## config.mk

```make
export PLATFORM = sky130hd
export DESIGN_NAME = rpm_rx_port_monitor
export DESIGN_NICKNAME = d
export VERILOG_FILES = /design/src/rpm_pkg.sv /design/src/rpm_freq_detect.sv /design/src/rpm_rx_port_monitor.sv
export SDC_FILE = /design/constraint.sdc
export NUM_CORES = 1
export LEC_CHECK = 0
export BUFFER_PORTS_ARGS = -buffer_cell sky130_fd_sc_hd__buf_4
export CORE_MARGIN = 8
export CORE_UTILIZATION = 56
export DETAILED_ROUTE_END_ITERATION = 16
export HOLD_SLACK_MARGIN = 0.03
export PLACE_DENSITY_LB_ADDON = 0.12
export SLEW_MARGIN = 20
export SYNTH_ARGS = -nofsm -noshare
export SYNTH_HDL_FRONTEND = slang
export SYNTH_SLANG_ARGS = --single-unit
```

## constraint.sdc

```tcl
create_clock -name clk_sys -period 3.8 [get_ports clk_sys]
set_input_delay 0 -clock clk_sys [delete_from_list [all_inputs] [get_ports clk_sys]]
set_output_delay 0 -clock clk_sys [all_outputs]
set_load 0.01 [all_outputs]
```

## src/rpm_pkg.sv

```systemverilog
// rpm_pkg: register map, field layout, reset values and timing for the rx port monitor
package rpm_pkg;

    // ==============================================================
    // register offsets, one copy of each per receive port
    // ==============================================================
    localparam logic [7:0] RPM_ADDR_LINE_COUNT_HIGH = 8'h73;
    localparam logic [7:0] RPM_ADDR_LINE_COUNT_LOW = 8'h74;
    localparam logic [7:0] RPM_ADDR_LINE_LENGTH_HIGH = 8'h75;
    localparam logic [7:0] RPM_ADDR_LINE_LENGTH_LOW = 8'h76;
    localparam logic [7:0] RPM_ADDR_FREQ_DETECT_CTL = 8'h77;
    localparam logic [7:0] RPM_ADDR_MESSAGE_SCRATCH_0 = 8'h78;
    localparam logic [7:0] RPM_ADDR_MESSAGE_SCRATCH_1 = 8'h79;

    // ==============================================================
    // reset values
    // ==============================================================
    localparam logic [7:0] RPM_RST_FREQ_DETECT_CTL = 8'hc5;
    localparam logic [7:0] RPM_RST_MESSAGE_SCRATCH_0 = 8'h00;
    localparam logic [7:0] RPM_RST_MESSAGE_SCRATCH_1 = 8'h01;
    localparam logic [15:0] RPM_RST_MEASURE = 16'h0000;
    localparam logic [7:0] RPM_READ_ZERO = 8'h00;

    // ==============================================================
    // fields of clock_frequency_detect_control
    // ==============================================================
    localparam int RPM_HYST_MSB = 7;
    localparam int RPM_HYST_LSB = 6;
    localparam int RPM_STABLE_MSB = 5;
    localparam int RPM_STABLE_LSB = 4;
    localparam int RPM_LOW_MSB = 3;
    localparam int RPM_LOW_LSB = 0;

    // ==============================================================
    // timing: 40 us base stability window, larger codes are multiples
    // ==============================================================
    localparam int RPM_CLK_PERIOD_NS = 10;
    localparam int RPM_STABLE_BASE_NS = 40000;
    localparam int RPM_STABLE_BASE_CYC = RPM_STABLE_BASE_NS / RPM_CLK_PERIOD_NS;
    // shift amounts for codes 00/01/10/11: x1 (40us), x2 (80us), x8 (320us), x32 (1.28ms)
    localparam int RPM_STABLE_SHIFT_0 = 0;
    localparam int RPM_STABLE_SHIFT_1 = 1;
    localparam int RPM_STABLE_SHIFT_2 = 3;
    localparam int RPM_STABLE_SHIFT_3 = 5;
    localparam int RPM_STABLE_MAX_MULT = 32;

endpackage : rpm_pkg

```

## src/rpm_freq_detect.sv

```systemverilog
// rpm_freq_detect: per-port link clock frequency detector with hysteresis and stability timer
module rpm_freq_detect
    import rpm_pkg::*;
#(
    parameter int FREQ_W = 8,
    parameter int STABLE_BASE_CYC = RPM_STABLE_BASE_CYC,
    parameter int CNT_W = $clog2(STABLE_BASE_CYC * RPM_STABLE_MAX_MULT + 1)
) (
    // clock and reset
    input wire logic clk_sys,
    input wire logic rst,
    // control fields
    input wire logic [1:0] frequency_hysteresis_mhz,
    input wire logic [1:0] frequency_stable_time_select,
    input wire logic [3:0] frequency_low_limit_mhz,
    // raw measurement
    input wire logic freq_meas_valid,
    input wire logic [FREQ_W-1:0] freq_meas_mhz,
    // results
    output logic [FREQ_W-1:0] freq_stored_mhz,
    output logic freq_stable,
    output logic no_link_clock_flag
);

    // ==============================================================
    // hysteresis compare
    // ==============================================================
    logic [FREQ_W-1:0] diff;
    logic store_now;
    logic [CNT_W-1:0] stable_cnt_reg;
    logic [CNT_W-1:0] threshold;
    logic [CNT_W-1:0] base;

    assign diff = (freq_meas_mhz > freq_stored_mhz) ? freq_meas_mhz - freq_stored_mhz
                                                    : freq_stored_mhz - freq_meas_mhz;
    assign store_now = freq_meas_valid && (diff > FREQ_W'(frequency_hysteresis_mhz));
    assign base = CNT_W'(STABLE_BASE_CYC);

    always_comb begin
        unique case (frequency_stable_time_select)
            2'h0: threshold = base << RPM_STABLE_SHIFT_0;
            2'h1: threshold = base << RPM_STABLE_SHIFT_1;
            2'h2: threshold = base << RPM_STABLE_SHIFT_2;
            2'h3: threshold = base << RPM_STABLE_SHIFT_3;
        endcase
    end

    always_ff @(posedge clk_sys) begin
        if (rst) begin
            freq_stored_mhz <= '0;
        end else if (store_now) begin
            freq_stored_mhz <= freq_meas_mhz;
        end
    end

    // ==============================================================
    // stability timer: restarts whenever the stored value moves
    // ==============================================================
    always_ff @(posedge clk_sys) begin
        if (rst) begin
            stable_cnt_reg <= '0;
        end else if (store_now) begin
            stable_cnt_reg <= '0;
        end else if (stable_cnt_reg < threshold) begin
            stable_cnt_reg <= stable_cnt_reg + CNT_W'(1);
        end
    end

    // a dead clock cannot be called settled, whatever the timer says
    always_ff @(posedge clk_sys) begin
        if (rst) begin
            freq_stable <= 1'b0;
        end else begin
            freq_stable <= !store_now && (stable_cnt_reg >= threshold)
                && !no_link_clock_flag;
        end
    end

    // ==============================================================
    // low-frequency limit on the latest raw measurement
    // ==============================================================
    always_ff @(posedge clk_sys) begin
        if (rst) begin
            no_link_clock_flag <= 1'b1;
        end else if (freq_meas_valid) begin
            no_link_clock_flag <= freq_meas_mhz < FREQ_W'(frequency_low_limit_mhz);
        end
    end

endmodule : rpm_freq_detect

```

## src/rpm_rx_port_monitor.sv

```systemverilog
// rpm_rx_port_monitor: per receive port line length/count, frequency detect control and mailboxes
// Functional notes
// - one register copy per port, selected by port select
// - line length of last frame, high/low bytes
// - report final line of frame when lengths vary
// - interrupt enable set freezes length until read
// - high byte read latches matching low byte
// - store frequency only beyond hysteresis band
// - stable after selectable time within band
// - no-clock flag when frequency below limit
// - two read/write mailbox bytes, reset 0x00/0x01
// - hysteresis and timer signal settled link clock
// - line count freezes until read likewise
module rpm_rx_port_monitor
    import rpm_pkg::*;
#(
    parameter int NUM_PORTS = 4,
    parameter int PORT_W = 2,
    parameter int LEN_W = 16,
    parameter int FREQ_W = 8,
    parameter int STABLE_BASE_CYC = RPM_STABLE_BASE_CYC
) (
    // clock and reset
    input wire logic clk_sys,
    input wire logic rst,
    // register access from the i2c controller
    input wire logic [7:0] reg_addr,
    input wire logic reg_wr,
    input wire logic reg_rd,
    input wire logic [7:0] reg_wdata,
    output logic [7:0] reg_rdata,
    input wire logic [PORT_W-1:0] rx_port_select,
    // interrupt enables held in the interrupt controller
    input wire logic [NUM_PORTS-1:0] line_length_change_irq_enable,
    input wire logic [NUM_PORTS-1:0] line_count_change_irq_enable,
    // video timing per port
    input wire logic [NUM_PORTS-1:0] line_done,
    input wire logic [NUM_PORTS*LEN_W-1:0] line_len_meas,
    input wire logic [NUM_PORTS-1:0] frame_done,
    // link clock frequency measurement per port
    input wire logic [NUM_PORTS-1:0] freq_meas_valid,
    input wire logic [NUM_PORTS*FREQ_W-1:0] freq_meas_mhz,
    // detector results per port
    output logic [NUM_PORTS*FREQ_W-1:0] freq_stored_mhz,
    output logic [NUM_PORTS-1:0] freq_stable,
    output logic [NUM_PORTS-1:0] no_link_clock_flag
);

    // ==============================================================
    // per-port storage
    // ==============================================================
    logic [7:0] freq_ctl_reg [NUM_PORTS];
    logic [7:0] scratch0_reg [NUM_PORTS];
    logic [7:0] scratch1_reg [NUM_PORTS];
    logic [LEN_W-1:0] line_length_reg [NUM_PORTS];
    logic [7:0] length_low_shadow_reg [NUM_PORTS];
    logic [LEN_W-1:0] line_count_reg [NUM_PORTS];
    logic [7:0] count_low_shadow_reg [NUM_PORTS];
    logic [7:0] read_next;

    // ==============================================================
    // writable registers: only the selected port's copy takes a write
    // ==============================================================
    always_ff @(posedge clk_sys) begin
        for (int p = 0; p < NUM_PORTS; p++) begin
            if (rst) begin
                freq_ctl_reg[p] <= RPM_RST_FREQ_DETECT_CTL;
                scratch0_reg[p] <= RPM_RST_MESSAGE_SCRATCH_0;
                scratch1_reg[p] <= RPM_RST_MESSAGE_SCRATCH_1;
            end else if (reg_wr && (rx_port_select == PORT_W'(p))) begin
                if (reg_addr == RPM_ADDR_FREQ_DETECT_CTL) begin
                    freq_ctl_reg[p] <= reg_wdata;
                end
                if (reg_addr == RPM_ADDR_MESSAGE_SCRATCH_0) begin
                    scratch0_reg[p] <= reg_wdata;
                end
                if (reg_addr == RPM_ADDR_MESSAGE_SCRATCH_1) begin
                    scratch1_reg[p] <= reg_wdata;
                end
            end
        end
    end

    // ==============================================================
    // per-port measurement capture and frequency detector
    // ==============================================================
    for (genvar i = 0; i < NUM_PORTS; i++) begin : g_port
        logic port_hit;
        logic len_high_read;
        logic cnt_high_read;
        logic [LEN_W-1:0] meas;
        logic [LEN_W-1:0] last_line_reg;
        logic [LEN_W-1:0] frame_len;
        logic len_frozen_reg;
        logic len_publish;
        logic [LEN_W-1:0] running_cnt_reg;
        logic [LEN_W-1:0] frame_cnt;
        logic cnt_frozen_reg;
        logic cnt_publish;

        assign port_hit = rx_port_select == PORT_W'(i);
        assign len_high_read = reg_rd && port_hit && (reg_addr == RPM_ADDR_LINE_LENGTH_HIGH);
        assign cnt_high_read = reg_rd && port_hit && (reg_addr == RPM_ADDR_LINE_COUNT_HIGH);
        assign meas = line_len_meas[i*LEN_W +: LEN_W];

        // a line ending in the same cycle as the frame is the frame's final line
        assign frame_len = line_done[i] ? meas : last_line_reg;
        // a read in the same cycle as the frame end lets the new value in
        assign len_publish = frame_done[i] && (!len_frozen_reg || len_high_read);

        always_ff @(posedge clk_sys) begin
            if (rst) begin
                last_line_reg <= RPM_RST_MEASURE;
            end else if (line_done[i]) begin
                last_line_reg <= meas;
            end
        end

        always_ff @(posedge clk_sys) begin
            if (rst) begin
                line_length_reg[i] <= RPM_RST_MEASURE;
            end else if (len_publish) begin
                line_length_reg[i] <= frame_len;
            end
        end

        // set wins over the clearing read
        always_ff @(posedge clk_sys) begin
            if (rst) begin
                len_frozen_reg <= 1'b0;
            end else if (len_publish && line_length_change_irq_enable[i]) begin
                len_frozen_reg <= 1'b1;
            end else if (len_high_read || !line_length_change_irq_enable[i]) begin
                len_frozen_reg <= 1'b0;
            end
        end

        always_ff @(posedge clk_sys) begin
            if (rst) begin
                length_low_shadow_reg[i] <= RPM_READ_ZERO;
            end else if (len_high_read) begin
                length_low_shadow_reg[i] <= line_length_reg[i][7:0];
            end
        end

        // line count: counts line ends between frame ends
        assign frame_cnt = running_cnt_reg + LEN_W'(line_done[i]);
        assign cnt_publish = frame_done[i] && (!cnt_frozen_reg || cnt_high_read);

        always_ff @(posedge clk_sys) begin
            if (rst) begin
                running_cnt_reg <= RPM_RST_MEASURE;
            end else if (frame_done[i]) begin
                running_cnt_reg <= RPM_RST_MEASURE;
            end else if (line_done[i]) begin
                running_cnt_reg <= frame_cnt;
            end
        end

        always_ff @(posedge clk_sys) begin
            if (rst) begin
                line_count_reg[i] <= RPM_RST_MEASURE;
            end else if (cnt_publish) begin
                line_count_reg[i] <= frame_cnt;
            end
        end

        always_ff @(posedge clk_sys) begin
            if (rst) begin
                cnt_frozen_reg <= 1'b0;
            end else if (cnt_publish && line_count_change_irq_enable[i]) begin
                cnt_frozen_reg <= 1'b1;
            end else if (cnt_high_read || !line_count_change_irq_enable[i]) begin
                cnt_frozen_reg <= 1'b0;
            end
        end

        always_ff @(posedge clk_sys) begin
            if (rst) begin
                count_low_shadow_reg[i] <= RPM_READ_ZERO;
            end else if (cnt_high_read) begin
                count_low_shadow_reg[i] <= line_count_reg[i][7:0];
            end
        end

        rpm_freq_detect #(
            .FREQ_W(FREQ_W),
            .STABLE_BASE_CYC(STABLE_BASE_CYC)
        ) u_freq_detect (
            .clk_sys(clk_sys),
            .rst(rst),
            .frequency_hysteresis_mhz(freq_ctl_reg[i][RPM_HYST_MSB:RPM_HYST_LSB]),
            .frequency_stable_time_select(freq_ctl_reg[i][RPM_STABLE_MSB:RPM_STABLE_LSB]),
            .frequency_low_limit_mhz(freq_ctl_reg[i][RPM_LOW_MSB:RPM_LOW_LSB]),
            .freq_meas_valid(freq_meas_valid[i]),
            .freq_meas_mhz(freq_meas_mhz[i*FREQ_W +: FREQ_W]),
            .freq_stored_mhz(freq_stored_mhz[i*FREQ_W +: FREQ_W]),
            .freq_stable(freq_stable[i]),
            .no_link_clock_flag(no_link_clock_flag[i])
        );
    end

    // ==============================================================
    // read path: selected port's copy, one cycle of latency
    // ==============================================================
    always_comb begin
        read_next = RPM_READ_ZERO;
        unique case (reg_addr)
            RPM_ADDR_LINE_COUNT_HIGH: read_next = line_count_reg[rx_port_select][15:8];
            RPM_ADDR_LINE_COUNT_LOW: read_next = count_low_shadow_reg[rx_port_select];
            RPM_ADDR_LINE_LENGTH_HIGH: read_next = line_length_reg[rx_port_select][15:8];
            // low byte comes from the copy taken at the last high-byte read
            RPM_ADDR_LINE_LENGTH_LOW: read_next = length_low_shadow_reg[rx_port_select];
            RPM_ADDR_FREQ_DETECT_CTL: read_next = freq_ctl_reg[rx_port_select];
            RPM_ADDR_MESSAGE_SCRATCH_0: read_next = scratch0_reg[rx_port_select];
            RPM_ADDR_MESSAGE_SCRATCH_1: read_next = scratch1_reg[rx_port_select];
            default: read_next = RPM_READ_ZERO;
        endcase
    end

    always_ff @(posedge clk_sys) begin
        if (rst) begin
            reg_rdata <= RPM_READ_ZERO;
        end else if (reg_rd) begin
            reg_rdata <= read_next;
        end
    end

endmodule : rpm_rx_port_monitor

```

# Word-level counts from Yosys, hierarchy flattened
# Memories as Yosys holds them, arrays and structs flattened.
# Cells that the tools add are included.
# totals
input_bits,138
word_cells,377
register_bits,252
out_inout_bits,48
n_memories,7
ram_bits,288
# memory_table
memory,depth,width,rd,rd_clocked_by_memory_dff,wr,line,source
line_count_reg,4,16,5,0,4,rpm_rx_port_monitor.sv:57,logic [LEN_W-1:0] line_count_reg [NUM_PORTS];
line_length_reg,4,16,5,0,4,rpm_rx_port_monitor.sv:55,logic [LEN_W-1:0] line_length_reg [NUM_PORTS];
count_low_shadow_reg,4,8,1,0,4,rpm_rx_port_monitor.sv:58,logic [7:0] count_low_shadow_reg [NUM_PORTS];
freq_ctl_reg,4,8,5,0,4,rpm_rx_port_monitor.sv:52,logic [7:0] freq_ctl_reg [NUM_PORTS];
length_low_shadow_reg,4,8,1,0,4,rpm_rx_port_monitor.sv:56,logic [7:0] length_low_shadow_reg [NUM_PORTS];
scratch0_reg,4,8,1,0,4,rpm_rx_port_monitor.sv:53,logic [7:0] scratch0_reg [NUM_PORTS];
+1 memories,--,--,--,--,--,--,
# classes
magnitude_cmp,20
n_reduce_logical,105
mux,146
bitwise_logic,28
eq_ne,22
n_addsub,16
# op_table
cell,count
$pmux W17 S4,4
$mux W16,12
$mux W8,24
$mux W1,105
$add A17 B1 Y17 const B,4
$ge A17 B17 Y1,4
$lt A17 B17 Y1,4
$add A16 B1 Y16,4
$sub A8 B8 Y8,8
$eq A8 B7 Y1 const B,7
$pmux W8 S7,1
$logic_and A1 B1 Y1,44
$gt A8 B2 Y1,4
$gt A8 B8 Y1,4
$lt A8 B4 Y1,4
$or A1 B1 Y1,28
$logic_not A1 Y1,24
$eq A2 B2 Y1 const B,10
$logic_or A1 B1 Y1,16
$reduce_bool A2 Y1,8
$reduce_or A2 Y1,8
$eq A2 B1 Y1 const B,5
$logic_not A2 Y1,5

# Depth between registers and ports, before layout
# logic_depth
ltp_word,9
mapped_depth,18
ltp_nobuf,17

# Cells and area by module
# From an unflattened synthesis, not the netlist that was laid out.
# unflattened
hier_cells,2743
hier_area_um2,28984.0
# by_module_without_submodules
mod,area_per_inst_um2,cells_each,n_inst,seq_area_each_um2
rpm_rx_port_monitor,19262.2,1551,1,11531.1
rpm_freq_detect at g_port[2].u_freq_detect,2567.5,306,1,540.5
rpm_freq_detect at g_port[0].u_freq_detect,2423.6,297,1,540.5
rpm_freq_detect at g_port[3].u_freq_detect,2422.3,304,1,540.5
rpm_freq_detect at g_port[1].u_freq_detect,2308.5,285,1,540.5

# Least setup slack after synthesis
# No wires, ideal clock.
# synth_timing
kind,reg-to-reg
startpoint,register g_port[0].u_freq_detect.freq_stored_mhz[0]
endpoint,register g_port[0].u_freq_detect.stable_cnt_reg[10]
setup_time_ns,0.074
path_slack_ns,-0.091
path_stages_with_launch,17
t_arrival_ns,3.817
period_less_slack_ns,3.891
cell_sequence,dfxtp_1 ha_1 inv_1 fa_1 a211oi_2 nor3_1 o32ai_1 mux2_2 ha_1 nor2b_1 a2bb2oi_1 a2111oi_2 o211ai_1 nor4_2 a31oi_4 buf_4 nor3_2
# synth_between
elab_chain_len,5
elab_cells_between_ends,7
cone_classes,add/sub: 2; order compare: 2; mux: 1; reduce/logical: 2
# synth_rtl
item,line,source
start: declaration,rpm_freq_detect.sv:20,"output logic [FREQ_W-1:0] freq_stored_mhz,"
start signal: assignment,rpm_freq_detect.sv:52,freq_stored_mhz <= freq_meas_mhz;
"$sub A8 B8 Y8, or another cell as far along",rpm_freq_detect.sv:35,: freq_stored_mhz - freq_meas_mhz;
$mux W8 *,rpm_freq_detect.sv:34,assign diff = (freq_meas_mhz > freq_stored_mhz) ? freq_meas_mhz - freq_stored_mhz
$gt A8 B2 Y1 *,rpm_freq_detect.sv:36,assign store_now = freq_meas_valid && (diff > FREQ_W'(frequency_hysteresis_mhz));
$logic_and A1 B1 Y1 *,rpm_freq_detect.sv:36,
$reduce_or A2 Y1 (no line) *,--,
end signal: assignment,rpm_freq_detect.sv:65,stable_cnt_reg <= stable_cnt_reg + CNT_W'(1);
end: declaration,rpm_freq_detect.sv:30,logic [CNT_W-1:0] stable_cnt_reg;
# Every way passes the cells marked *; elsewhere a longest branch is shown, timed or not.
# A chain may end at the register's enable or synchronous reset.

# Worst setup path in the final report
# layout_timing
startpoint,register g_port[3].u_freq_detect.freq_stored_mhz[0]
endpoint,register g_port[3].u_freq_detect.freq_stored_mhz[4]
# layout_between
elab_chain_len,4
elab_cells_between_ends,6
cone_classes,add/sub: 2; order compare: 2; mux: 1; reduce/logical: 1
# layout_rtl
item,line
start: declaration,rpm_freq_detect.sv:20
start signal: assignment,rpm_freq_detect.sv:52
"$sub A8 B8 Y8, or another cell as far along",rpm_freq_detect.sv:35
$mux W8 *,rpm_freq_detect.sv:34
$gt A8 B2 Y1 *,rpm_freq_detect.sv:36
$logic_and A1 B1 Y1 *,rpm_freq_detect.sv:36
# Marked as above.

==> flow_metrics.py <==
metrics = {
    "yosys": {
        "syn_area_um2": 28660,
        "synth_common_cells": "288 x edfxtp_1, 284 x nor2_1, 252 x dfxtp_1, 208 x nand2_1, 147 x and2_1",
        "yosysSeqAreaShare_pct": 47.77,
        "synth_nets": 3040,
        "yosysTopAreaCell": "edfxtp_1",
        "synth_edf_count": 288,
        "ys_seq_elements": 540,
        "syn_avg_cell_area_um2": 10.41,
        "async_reset_ff_share_pct": 0,
        "synthCells": 2754,
        "synth.most_common_cell": "edfxtp_1",
        "netlist.area_leader.share_pct": 30.17,
        "synth_area_leaders": "edfxtp_1 30%, dfxtp_1 18%, ha_1 6.1%",
        "synth_cell_type_count": 84,
        "synth-main-ff-cell": "edfxtp_1",
        "yosys_warnings": 0,
    },
    "clocking": {
        "cts-htree-levels": 2,
        "clockBufferDepth": 3,
        "tritoncts": "built",
        "cts_sinks": 540,
        "cts_root_buf": "clkbuf_16",
        "clkLatencyLatePin_ps": 620,
        "clkTransAtPathRegs_ps": 60,
        "cts_made_buffers": 57,
    },
    "global_route": {
        "use_met1_pct": 32.07,
        "grt_pass1_vias": 22480,
        "grt-ovfl-total": 0,
        "grt_use_met2_pct": 43.65,
        "use_met3_pct": 4.189,
        "grt.busiest_layer": "met2",
        "grt_max_degree": 73,
        "grt_pass1_wl_um": 120900,
        "antenna_found_initial": 10,
        "grt_usage_pct": 25.29,
    },
    "critical_path": {
        "r2r_slack_ps": 30,
        "worstSetupPathType": "flop to flop",
        "cp-start-kind": "flop",
        "worstPathMaxFanout": 8,
        "cp.arrival_ps": 4220,
        "required_ps": 4250,
        "worstSetupEndpointType": "flop",
    },
    "layout": {
        "final_core_util_pct": 70.32,
        "fill_cells": 3722,
        "drive_above_1_share_pct": 18.23,
        "largest_reg_flops": 68,
        "final_area_um2": 35860,
        "area_delta_synth_final_pct": 25.09,
        "nets": 3458,
        "seq_area_um2": 13700,
        "multiInputGateArea_um2": 14200,
    },
    "drt": {
        "antenna_left": 0,
        "viasPerCell": 5.708,
        "post_drt_wl_per_cell_um": 19.93,
        "drt_iter0_markers": 1816,
        "num_vias": 22310,
        "drt_first_pass_iters": 7,
        "drc_errors": 0,
        "totalWireLength_um": 77890,
    },
    "timing": {
        "hold_slack_ps": 78.14,
        "rsz0062_at_grt": "true",
        "max_freq_mhz": 265.1,
        "fin_crit_sh_pct": 99.27,
        "fin_skew_ps": 13.76,
        "finalSetupViolCount": 0,
        "setup_slack_ps": 27.63,
        "hold_viol_final": 0,
        "worstMarginPinSlew_ps": 1010,
        "layout_min_cycle_time_ps": 3772,
        "relSlewSlack_pct": 32.22,
        "report.final.slew_viol_count": 0,
    },
    "power_and_ir_drop": {
        "ir_worst_vdd_uv": 425.7,
        "power_mw": 14.23,
        "pwr_density_cell_nw_per_um2": 396.9,
        "leakage_nw": 13.98,
    },
    "place": {
        "placed_area_um2": 30890,
        "io_buffers": 185,
        "gp_congestion": 0.9106,
        "dpl_worst_slack_ps": -127.0,
        "dp_hpwl_um": 52130,
    },
    "floorplan": {
        "start_util_pct": 56.21,
        "fp.coreArea_um2": 50990,
        "io-pin-count": 186,
        "placementRows": 83,
        "die_area_um2": 58680,
        "die_h_um": 242.2,
        "die_width_um": 242.2,
    },
    "hold_path": {
        "hp-class": "input pin to flop",
    },
    "run": {
        "maxCapViolations": 0,
    },
    "status": {
        "status": "complete, no violations",
    },
}
## metrics by stage
stage / setup TNS [ps] / std cells
global placement: -778.3 / 3546
floorplan: 0 / 2754
finish: 0 / 3908
CTS: 0 / 3879
detailed placement: -4919 / 3546
global route: -4003 / 3908
## kinds of logic (layout without fill, tap and decap cells)
kind of cell | after synthesis | count (layout) | synth area share [%]
other | 0 | 8 | 0
xor gates and xnor gates | 179 | 179 | 5.469
and+or+nand+nor | 1113 | 1113 | 20.21
DFF | 540 | 540 | 47.77
muxes | 168 | 168 | 8.342
AOI/OAI and AO/OA | 310 | 310 | 7.203
adders and majority gates | 148 | 148 | 6.670
buffers and inverters | 296 | 762 | 4.335
## power by group
part | internal, mW | leakage (nW) | switching (mW) | total, mW
combinational | 0.939 | 7.98 | 1.05 | 1.99
clock | 3.35 | 0.956 | 2.38 | 5.73
sequential | 6.38 | 5.04 | 0.121 | 6.50
total | 10.7 | 14.0 | 3.56 | 14.2
## repair_timing
action | CTS | global route
pin swaps | 9 | 59
setup buffers | 2 | 16
cloned | 2 | 5
endpoints found under the hold margin | 403 | 0
hold buffers | 223 | 0
resized for setup | 13 | 106
endpoints found under the setup margin | 84 | 101
## critical path, cell delays in order, from the launching register on
cell	delay, ps
dfxtp_2	350
ha_4	140
inv_2	40
fa_2	390
a21o_1	200
a21oi_2	130
o211ai_1	110
o211ai_1	170
mux2_4	350
ha_4	250
nor2b_4	130
a2bb2oi_4	170
a2111oi_4	330
o2111ai_2	200
nor3b_4	230
buf_6	160
buf_6	120
or3_1	100
a21oi_1	60
## path summary, 6_finish.rpt
check / cells past startpoint / start / to
hold / removal: 4 / frame_done[2] / line_length_reg[2][11]$_SDFFCE_PN0P_
setup reg to reg: 18 / g_port[3].u_freq_detect.freq_stored_mhz[0]$_SDFFE_PP0P_ / g_port[3].u_freq_detect.freq_stored_mhz[4]$_SDFFE_PP0P_
setup / recovery: 18 / g_port[3].u_freq_detect.freq_stored_mhz[0]$_SDFFE_PP0P_ / g_port[3].u_freq_detect.freq_stored_mhz[4]$_SDFFE_PP0P_
hold reg to reg: 1 / g_port[1].u_freq_detect.no_link_clock_flag$_SDFFE_PP1P_ / g_port[1].u_freq_detect.freq_stable$_SDFF_PP0_
## cell type report
class / instances / area share [%]
repair buffers: 515 / 12.83
clock inverters: 28 / 0.8095
well taps: 680 / 2.373
clock buffers: 79 / 4.641
inverters: 140 / 1.476
diodes: 8 / 0.05583
multi-input cells: 1918 / 39.61
flip-flops and latches: 540 / 38.21
## placed cells by master (no fill, tap or decap), types with 13 or more instances in the layout
cell / count
inv_1: 134
mux4_2: 56
nor3_1: 96
or3_1: 43
xor2_1: 86
xnor2_1: 93
and3_1: 34
o21ai_0: 74
a21o_1: 14
nand2b_1: 28
nand3_1: 59
edfxtp_1: 288
nor4_1: 36
clkbuf_16: 63
o21ai_1: 16
nand4_1: 46
mux2i_1: 105
ha_1: 132
nor3_2: 32
a21oi_1: 76
nor2_1: 264
nor2_4: 25
o21a_1: 23
buf_4: 273
nor2b_1: 21
dlygate4sd3_1: 223
nand2_1: 208
a22oi_1: 13
dfxtp_1: 247
and2_1: 147
## metal layers
metal / up-vias / share of wire [%]
met5: - / 0.035
met4: 4 / 3.1
met3: 149 / 6.0
met2: 728 / 49
met1: 10850 / 42
li1: 10580 / -
(Power assumes the default switching activity.)
